--- config.mk ---
export PLATFORM = sky130hd
export DESIGN_NAME = spsc_regs
export DESIGN_NICKNAME = d
export VERILOG_FILES = /design/src/shared/spsc_pkg.sv /design/src/verilog/spsc_regs.sv /design/src/verilog/spsc_viol_track.sv
export SDC_FILE = /design/constraint.sdc
export NUM_CORES = 1
export LEC_CHECK = 0
export BUFFER_PORTS_ARGS = -buffer_cell sky130_fd_sc_hd__buf_4
export CAP_MARGIN = 20
export CORE_MARGIN = 5
export CORE_UTILIZATION = 46
export DETAILED_ROUTE_END_ITERATION = 16
export PLACE_DENSITY = 0.85
export SKIP_CTS_REPAIR_TIMING = 1
export SYNTH_ARGS = -nofsm -noshare
export SYNTH_HDL_FRONTEND = slang
export SYNTH_SLANG_ARGS = --single-unit
--- constraint.sdc ---
create_clock -name aclk -period 3.3 [get_ports aclk]
set_input_delay 0.495 -clock aclk [delete_from_list [all_inputs] [get_ports aclk]]
set_output_delay 0.495 -clock aclk [all_outputs]
set_load 0.005 [all_outputs]
--- src/shared/spsc_pkg.sv ---
package spsc_pkg;
   // Register byte addresses
   localparam logic [7:0] STATUS_OFS = 8'hE8;
   localparam logic [7:0] CAPS_OFS   = 8'hF8;
   localparam logic [7:0] REV_OFS    = 8'hFC;
   // Violation source field and code positions
   localparam int SRC_LSB  = 8;
   localparam int CODE_LSB = 0;
   // Reset values
   localparam logic [31:0] STATUS_RST = 32'h0000_0000;
   localparam logic [31:0] CAPS_VALUE = 32'h001F_0154;
   // Arbitrary revision value, no meaning
   localparam logic [11:0] REV_NUMBER = 12'h123;
   localparam logic [3:0]  REV_RSVD   = 4'h0;
   // Capability bit positions
   localparam int SPURIOUS_GUARD_POS = 20;
   localparam int RX_QUEUE_POS       = 19;
   localparam int BRIDGE_KIND_POS    = 18;
   localparam int SELECT_RELEASE_POS = 17;
   localparam int EXT_DECODER_POS    = 16;
   localparam int FIXED_LEN_LSB      = 9;
   localparam int LEN_ADJ_POS        = 8;
   localparam int PHASE_ZERO_POS     = 7;
   localparam int PHASE_ADJ_POS      = 6;
   localparam int POL_POS_POS        = 5;
   localparam int POL_ADJ_POS        = 4;
   localparam int SEL_COUNT_LSB      = 0;
   // AXI responses
   localparam logic [1:0] RESP_OKAY   = 2'h0;
   localparam logic [1:0] RESP_SLVERR = 2'h2;
   // Number of chip-select lines
   localparam int NUM_SELECTS = 4;
endpackage : spsc_pkg

--- src/verilog/spsc_regs.sv ---
// Operation
// - Status bit 0 set when protection blocked a configuration write.
// - Status bit 1 set on soft reset with protection; cleared by configuration writes.
// - Status bit 2 set on mode or select write while select active.
// - Simultaneous conditions report as the sum of their codes.
// - Reading the status clears accumulated violation indications.
// - Source field holds bus offset of the offending register.
// - Capability register at 0xF8 reads 0x001F0154.
// - Capability flags: spurious guard, rx queue, release, decoder.
// - Capability flag shows bridge kind.
// - Capability shows length adjustable, else fixed length field.
// - Capability shows phase adjustable, else phase-is-zero flag.
// - Capability shows polarity adjustable, else positive flag.
// - Capability field gives number of select lines.
// - Revision register at 0xFC: 12-bit number plus reserved field.
// - Bus interface runs on one module clock.
// - Source in bits 15..8 of status at 0xE8, resets to zero.
//
// Decided for this implementation: the AXI4-Lite register port.
module spsc_regs (
   input  wire logic        aclk,
   input  wire logic        aresetn,
   input  wire logic        aclken,
   input  wire logic [7:0]  s_axi_awaddr,
   input  wire logic        s_axi_awvalid,
   output logic             s_axi_awready,
   input  wire logic [31:0] s_axi_wdata,
   input  wire logic [3:0]  s_axi_wstrb,
   input  wire logic        s_axi_wvalid,
   output logic             s_axi_wready,
   output logic [1:0]       s_axi_bresp,
   output logic             s_axi_bvalid,
   input  wire logic        s_axi_bready,
   input  wire logic [7:0]  s_axi_araddr,
   input  wire logic        s_axi_arvalid,
   output logic             s_axi_arready,
   output logic [31:0]      s_axi_rdata,
   output logic [1:0]       s_axi_rresp,
   output logic             s_axi_rvalid,
   input  wire logic        s_axi_rready,
   input  wire logic        blocked_write,
   input  wire logic [7:0]  blocked_offset,
   input  wire logic        soft_reset_prot,
   input  wire logic        cfg_write,
   input  wire logic        active_sel_write,
   input  wire logic [7:0]  active_sel_offset,
   output logic [2:0]       violation_status_code
);
   logic        aw_held;
   logic        w_held;
   logic [7:0]  aw_addr;
   logic        status_read;
   logic [2:0]  code;
   logic [7:0]  source;
   logic [31:0] rd_word;
   logic        rd_hit;
   logic        wr_hit;
   logic        caps_read;
   logic [31:0] caps_word;
   logic        spurious_guard_present;
   logic        rx_queue_present;
   logic        bridge_kind_flag;
   logic        select_release_feature_present;
   logic        external_select_decoder_present;
   logic [6:0]  fixed_char_length;
   logic        char_length_adjustable;
   logic        fixed_phase_is_zero;
   logic        phase_adjustable;
   logic        fixed_polarity_positive;
   logic        polarity_adjustable;
   logic [3:0]  select_line_count;

   // Single module clock for the whole bus side
   assign status_read = aclken && s_axi_arvalid && s_axi_arready
                        && s_axi_araddr == spsc_pkg::STATUS_OFS;

   spsc_viol_track u_track (
      .aclk              (aclk),
      .aresetn           (aresetn),
      .aclken            (aclken),
      .blocked_write     (blocked_write),
      .blocked_offset    (blocked_offset),
      .soft_reset_prot   (soft_reset_prot),
      .cfg_write         (cfg_write),
      .active_sel_write  (active_sel_write),
      .active_sel_offset (active_sel_offset),
      .status_read       (status_read),
      .code              (code),
      .source            (source)
   );

   always_ff @(posedge aclk) begin
      if (!aresetn) begin
         violation_status_code <= 3'h0;
      end else if (aclken) begin
         violation_status_code <= code;
      end
   end

   assign caps_read = aclken && s_axi_arvalid && s_axi_arready
                      && s_axi_araddr == spsc_pkg::CAPS_OFS;

   // Capability fields, fixed for this instance
   assign spurious_guard_present =
      spsc_pkg::CAPS_VALUE[spsc_pkg::SPURIOUS_GUARD_POS];
   assign rx_queue_present =
      spsc_pkg::CAPS_VALUE[spsc_pkg::RX_QUEUE_POS];
   assign bridge_kind_flag =
      spsc_pkg::CAPS_VALUE[spsc_pkg::BRIDGE_KIND_POS];
   assign select_release_feature_present =
      spsc_pkg::CAPS_VALUE[spsc_pkg::SELECT_RELEASE_POS];
   assign external_select_decoder_present =
      spsc_pkg::CAPS_VALUE[spsc_pkg::EXT_DECODER_POS];
   assign fixed_char_length =
      spsc_pkg::CAPS_VALUE[spsc_pkg::FIXED_LEN_LSB +: 7];
   assign char_length_adjustable =
      spsc_pkg::CAPS_VALUE[spsc_pkg::LEN_ADJ_POS];
   assign fixed_phase_is_zero =
      spsc_pkg::CAPS_VALUE[spsc_pkg::PHASE_ZERO_POS];
   assign phase_adjustable =
      spsc_pkg::CAPS_VALUE[spsc_pkg::PHASE_ADJ_POS];
   assign fixed_polarity_positive =
      spsc_pkg::CAPS_VALUE[spsc_pkg::POL_POS_POS];
   assign polarity_adjustable =
      spsc_pkg::CAPS_VALUE[spsc_pkg::POL_ADJ_POS];
   assign select_line_count =
      spsc_pkg::CAPS_VALUE[spsc_pkg::SEL_COUNT_LSB +: 4];

   // Capability word assembled from its fields
   always_comb begin
      caps_word = 32'h0000_0000;
      caps_word[spsc_pkg::SPURIOUS_GUARD_POS] = spurious_guard_present;
      caps_word[spsc_pkg::RX_QUEUE_POS] = rx_queue_present;
      caps_word[spsc_pkg::BRIDGE_KIND_POS] = bridge_kind_flag;
      caps_word[spsc_pkg::SELECT_RELEASE_POS] = select_release_feature_present;
      caps_word[spsc_pkg::EXT_DECODER_POS] = external_select_decoder_present;
      caps_word[spsc_pkg::FIXED_LEN_LSB +: 7] = fixed_char_length;
      caps_word[spsc_pkg::LEN_ADJ_POS] = char_length_adjustable;
      caps_word[spsc_pkg::PHASE_ZERO_POS] = fixed_phase_is_zero;
      caps_word[spsc_pkg::PHASE_ADJ_POS] = phase_adjustable;
      caps_word[spsc_pkg::POL_POS_POS] = fixed_polarity_positive;
      caps_word[spsc_pkg::POL_ADJ_POS] = polarity_adjustable;
      caps_word[spsc_pkg::SEL_COUNT_LSB +: 4] = select_line_count;
   end

   // Read decode
   always_comb begin
      rd_word = 32'h0000_0000;
      rd_hit  = 1'b1;
      case (s_axi_araddr)
         spsc_pkg::STATUS_OFS: begin
            rd_word[spsc_pkg::SRC_LSB +: 8]  = source;
            rd_word[spsc_pkg::CODE_LSB +: 3] = code;
         end
         spsc_pkg::CAPS_OFS: begin
            rd_word = caps_word;
         end
         spsc_pkg::REV_OFS: begin
            rd_word[11:0]  = spsc_pkg::REV_NUMBER;
            rd_word[19:16] = spsc_pkg::REV_RSVD;
         end
         default: begin
            rd_hit = 1'b0;
         end
      endcase
   end

   // Read channel
   always_ff @(posedge aclk) begin
      if (!aresetn) begin
         s_axi_arready <= 1'b1;
         s_axi_rvalid  <= 1'b0;
         s_axi_rdata   <= 32'h0000_0000;
         s_axi_rresp   <= spsc_pkg::RESP_OKAY;
      end else if (aclken) begin
         if (s_axi_arvalid && s_axi_arready) begin
            s_axi_arready <= 1'b0;
            s_axi_rvalid  <= 1'b1;
            s_axi_rdata   <= rd_word;
            s_axi_rresp   <= rd_hit ? spsc_pkg::RESP_OKAY
                                    : spsc_pkg::RESP_SLVERR;
         end else if (s_axi_rvalid && s_axi_rready) begin
            s_axi_rvalid  <= 1'b0;
            s_axi_arready <= 1'b1;
         end
      end
   end

   // Write channel; all mapped registers are read-only
   assign wr_hit = aw_addr == spsc_pkg::STATUS_OFS
                   || aw_addr == spsc_pkg::CAPS_OFS
                   || aw_addr == spsc_pkg::REV_OFS;

   always_ff @(posedge aclk) begin
      if (!aresetn) begin
         aw_held       <= 1'b0;
         w_held        <= 1'b0;
         aw_addr       <= 8'h00;
         s_axi_awready <= 1'b1;
         s_axi_wready  <= 1'b1;
         s_axi_bvalid  <= 1'b0;
         s_axi_bresp   <= spsc_pkg::RESP_OKAY;
      end else if (aclken) begin
         if (s_axi_awvalid && s_axi_awready) begin
            aw_held       <= 1'b1;
            aw_addr       <= s_axi_awaddr;
            s_axi_awready <= 1'b0;
         end
         if (s_axi_wvalid && s_axi_wready) begin
            w_held       <= 1'b1;
            s_axi_wready <= 1'b0;
         end
         if (aw_held && w_held && !s_axi_bvalid) begin
            // Data discarded, contents unchanged
            s_axi_bvalid <= 1'b1;
            s_axi_bresp  <= wr_hit ? spsc_pkg::RESP_OKAY
                                   : spsc_pkg::RESP_SLVERR;
         end
         if (s_axi_bvalid && s_axi_bready) begin
            s_axi_bvalid  <= 1'b0;
            aw_held       <= 1'b0;
            w_held        <= 1'b0;
            s_axi_awready <= 1'b1;
            s_axi_wready  <= 1'b1;
         end
      end
   end

   // Assertions
   property p_blocked_sets;
      @(posedge aclk) disable iff (!aresetn)
         aclken && blocked_write |=> code[0];
   endproperty
   a_blocked_sets: assert property (p_blocked_sets)
      else $error("blocked write not flagged");

   property p_reset_sets;
      @(posedge aclk) disable iff (!aresetn)
         aclken && soft_reset_prot |=> code[1];
   endproperty
   a_reset_sets: assert property (p_reset_sets)
      else $error("soft reset not flagged");

   property p_cfg_clears;
      @(posedge aclk) disable iff (!aresetn)
         aclken && cfg_write && !soft_reset_prot |=> !code[1];
   endproperty
   a_cfg_clears: assert property (p_cfg_clears)
      else $error("config write did not clear reset flag");

   property p_active_sets;
      @(posedge aclk) disable iff (!aresetn)
         aclken && active_sel_write |=> code[2];
   endproperty
   a_active_sets: assert property (p_active_sets)
      else $error("active select write not flagged");

   property p_read_clears;
      @(posedge aclk) disable iff (!aresetn)
         status_read && !blocked_write && !soft_reset_prot
         && !active_sel_write |=> code == 3'h0;
   endproperty
   a_read_clears: assert property (p_read_clears)
      else $error("status read did not clear");

   property p_status_data;
      @(posedge aclk) disable iff (!aresetn)
         status_read |=> s_axi_rvalid
         && s_axi_rdata[2:0] == $past(code)
         && s_axi_rdata[15:8] == $past(source);
   endproperty
   a_status_data: assert property (p_status_data)
      else $error("status read data wrong");

   property p_source;
      @(posedge aclk) disable iff (!aresetn)
         aclken && blocked_write |=> source == $past(blocked_offset);
   endproperty
   a_source: assert property (p_source)
      else $error("source offset wrong");

   property p_caps;
      @(posedge aclk) disable iff (!aresetn)
         aclken && s_axi_arvalid && s_axi_arready
         && s_axi_araddr == spsc_pkg::CAPS_OFS
         |=> s_axi_rdata == 32'h001F_0154;
   endproperty
   a_caps: assert property (p_caps)
      else $error("capability value wrong");

   property p_caps_guard;
      @(posedge aclk) disable iff (!aresetn)
         caps_read |=> s_axi_rdata[20:19] == 2'h3 && s_axi_rdata[17:16] == 2'h3;
   endproperty
   a_caps_guard: assert property (p_caps_guard)
      else $error("capability feature flags wrong");

   property p_caps_bridge;
      @(posedge aclk) disable iff (!aresetn)
         caps_read |=> s_axi_rdata[18] == 1'b1;
   endproperty
   a_caps_bridge: assert property (p_caps_bridge)
      else $error("capability bridge flag wrong");

   property p_caps_len;
      @(posedge aclk) disable iff (!aresetn)
         caps_read |=> s_axi_rdata[8] && s_axi_rdata[15:9] == 7'h00;
   endproperty
   a_caps_len: assert property (p_caps_len)
      else $error("capability length fields wrong");

   property p_caps_phase;
      @(posedge aclk) disable iff (!aresetn)
         caps_read |=> s_axi_rdata[6] && !s_axi_rdata[7];
   endproperty
   a_caps_phase: assert property (p_caps_phase)
      else $error("capability phase fields wrong");

   property p_caps_pol;
      @(posedge aclk) disable iff (!aresetn)
         caps_read |=> s_axi_rdata[4] && !s_axi_rdata[5];
   endproperty
   a_caps_pol: assert property (p_caps_pol)
      else $error("capability polarity fields wrong");

   property p_caps_count;
      @(posedge aclk) disable iff (!aresetn)
         caps_read |=> s_axi_rdata[3:0] == 4'h4;
   endproperty
   a_caps_count: assert property (p_caps_count)
      else $error("capability select count wrong");

   property p_rev;
      @(posedge aclk) disable iff (!aresetn)
         aclken && s_axi_arvalid && s_axi_arready
         && s_axi_araddr == spsc_pkg::REV_OFS
         |=> s_axi_rdata[31:12] == 20'h00000;
   endproperty
   a_rev: assert property (p_rev)
      else $error("revision upper bits not zero");

   property p_bresp_time;
      @(posedge aclk) disable iff (!aresetn)
         aclken && aw_held && w_held && !s_axi_bvalid |=> s_axi_bvalid;
   endproperty
   a_bresp_time: assert property (p_bresp_time)
      else $error("write response late");

   property p_freeze;
      @(posedge aclk) disable iff (!aresetn)
         !aclken |=> $stable(code) && $stable(source)
         && $stable(s_axi_rvalid) && $stable(s_axi_bvalid);
   endproperty
   a_freeze: assert property (p_freeze)
      else $error("state moved while clock enable low");

   c_read_status: cover property (@(posedge aclk) status_read);
   c_all_three: cover property (@(posedge aclk) code == 3'h7);
   c_write_done: cover property (@(posedge aclk)
      s_axi_bvalid && s_axi_bready);
endmodule : spsc_regs

--- src/verilog/spsc_viol_track.sv ---
module spsc_viol_track (
   input  wire logic       aclk,
   input  wire logic       aresetn,
   input  wire logic       aclken,
   input  wire logic       blocked_write,
   input  wire logic [7:0] blocked_offset,
   input  wire logic       soft_reset_prot,
   input  wire logic       cfg_write,
   input  wire logic       active_sel_write,
   input  wire logic [7:0] active_sel_offset,
   input  wire logic       status_read,
   output logic      [2:0] code,
   output logic      [7:0] source
);
   logic [2:0] next_code;

   // Set wins over read-clear
   always_comb begin
      next_code = status_read ? 3'h0 : code;
      if (cfg_write && !soft_reset_prot) begin
         next_code[1] = 1'b0;
      end
      if (blocked_write) begin
         next_code[0] = 1'b1;
      end
      if (soft_reset_prot) begin
         next_code[1] = 1'b1;
      end
      if (active_sel_write) begin
         next_code[2] = 1'b1;
      end
   end

   always_ff @(posedge aclk) begin
      if (!aresetn) begin
         code <= 3'h0;
      end else if (aclken) begin
         code <= next_code;
      end
   end

   always_ff @(posedge aclk) begin
      if (!aresetn) begin
         source <= 8'h00;
      end else if (aclken) begin
         if (blocked_write) begin
            source <= blocked_offset;
         end else if (active_sel_write) begin
            source <= active_sel_offset;
         end else if (status_read) begin
            source <= 8'h00;
         end
      end
   end
endmodule : spsc_viol_track
==> reports/metrics.cfg <==
[outcome]
status=finished clean

[clock_tree]
worstSkewPairLatency_ns=0.30
cts_num_sinks=45
cts_tree=done
cts_buffers=5
ctsRootBufferMaster=clkbuf_8
cts.path.max_buffers=2
cts.reportedPaths.clkPinSlew_ns=0.08
cts-htree-levels=2

[synth]
yosys.area.top_type=dfxtp_1
syn_inst=213
async_reset_ff_share_pct=0
yosysWarnings=0
synth.top_cells.by_count=dfxtp_1 (45), nand2_1 (26), buf_4 (21), nor2b_1 (18), a22oi_1 (17)
synth_top_area_share_pct=44.5
syn_area_um2=2030
ys_ff_latch=45
synth_seq_area_share_pct=44.5
yosys.cell_count.top_type=dfxtp_1
synthTopCellsByArea=dfxtp_1 (44%), buf_4 (7.8%), a22oi_1 (6.3%)
synth_cell_types=41
syn_area_per_cell_um2=9.51
synth_ff_type=dfxtp_1
synth_edf_count=0

[floorplan]
die_y_um=76.4
die_area_um2=5830
die_w_um=76.4
initial_core_util_pct=46.8
core_um2=4320
pin_count=124
rows=24

[timing]
rsz0062_at_grt=no
setup_slack_ns=1.44
worstMarginPinSlew_ns=0.653
finalCriticalPeriod_ns=1.86
slew_violations=0
fmax_mhz=539
setup_viol=0
finClkSkew_ns=0.00342
setup_tns_ns=0
hold_viol_final=0
period_share_pct=56.2
hold_slack_ns=0.441
maxSlewHeadroom_pct=56.0

[cells_and_area]
finish.utilization_pct=58.8
layout-drive-gt1-share_pct=33.2
antennaDiodeCount=0
final-instance-count-excl-fill=326
fillers=402
area_delta_synth_final_pct=25.5
fin_nets=353
final_area_um2=2540

[setup_path]
crit_type=in -> reg
crit_arrival_ns=2.03
required_ns=3.47
cp-end-kind=flop
cp-start-kind=primary input
crit_fanout=19

[grt]
grt_pass1_wl_um=7470
grt_pass1_vias=1667
grt_usage_pct=15.7
grt_start_max_net_pins=43
grt-ovfl-total=0
antenna_found_initial=0

[detailed_routing]
drc=0
ant_nets=0
first_pass_iters=5
wirelength_um=4640
drt_iter0_drc=148
drt-wirelength-per-cell_um=14.2
dr_total_vias=1666
viasPerCell=5.11

[place]
dp_slack_ns=1.14
place_congestion=0.731
place_area_um2=2460
dp_hpwl_um=3430
io_buffers=72
dpl.cell_count=318

[power_and_ir_drop]
ir_drop_mv=0.275
p_leak_nw=1.09
total_power_mw=1.04
power_density_nw_per_um2=408

[run]
maxCapViolCount=0

[min_path]
min_path_type=in -> reg

==> report_power, final <==
part           total [mW]  switching, mW  internal [mW]
Combinational       0.135         0.0645         0.0706
Sequential          0.579         0.0137          0.565
Clock               0.323          0.172          0.150
==> path summary, 6_finish.rpt <==
| check | startpoint | to | slack [ns] | depth (start not counted) |
|---|---|---|---|---|
| max | aclken | u_track.source[1] | 1.44 | 6 |
| min | s_axi_awaddr[1] | aw_addr[1] | 0.44 | 3 |
| max reg2reg | s_axi_arready | u_track.source[1] | 1.46 | 5 |
| min reg2reg | aw_addr[1] | aw_addr[1] | 0.45 | 2 |
==> routing by layer <==
layer / vias to the layer above / global-route usage [%] / wire length (µm)
met1: 767 / 18.5 / 2000
li1: 842 / - / -
met2: 52 / 25.5 / 2230
met4: 0 / 7.52 / 78
met5: - / 0 / 0
met3: 5 / 4.96 / 326
==> layout make-up <==
class	count	area [µm²]	area share, %
multi-input combinational	148	948	37.3
sequential	45	901	35.4
timing repair buffer	73	548	21.6
clock buffer	8	80.1	3.15
tap	52	65.1	2.56
==> cell families (layout without fill, tap and decap cells) <==
kind of cell | after synthesis | after routing | share of synthesized area, %
AOI/OAI and AO/OA | 62 | 62 | 23.3
buffers and inverters | 34 | 81 | 11.3
DFF | 45 | 45 | 44.5
muxes | 3 | 3 | 1.48
other | 1 | 15 | 0.185
and+or+nand+nor | 68 | 68 | 19.3
==> layout by cell type (no fill, tap or decap), types with 2 or more instances in the layout <==
cell and instances:
clkbuf_8 5, nand3_1 3, mux2i_1 3, a21o_1 2, nand4b_1 2, conb_1 15, o31ai_1 8, dfxtp_1 45
nor2b_1 18, o21ai_1 2, nor2_1 5, a22oi_1 17, a31oi_1 3, nand2_1 26, a21oi_2 8, and3_1 2
buf_4 73, a21boi_1 12, o211ai_1 2, a221oi_1 2, clkbuf_1 3, a21oi_1 2, nand2b_1 2
==> flip-flops by register name (all words and copies together), names as in the netlist, 3 cells and up <==
register	flops
u_track.source	8
s_axi_rdata	14
aw_addr	8
violation_status_code	3
u_track.code	3
==> critical path: stages <==
cell	delay, ns
buf_4	0.22
nand3_4	0.24
nor4_4	0.30
buf_4	0.27
or2_1	0.40
a21oi_2	0.09
Power figures use the tool's default switching activity.
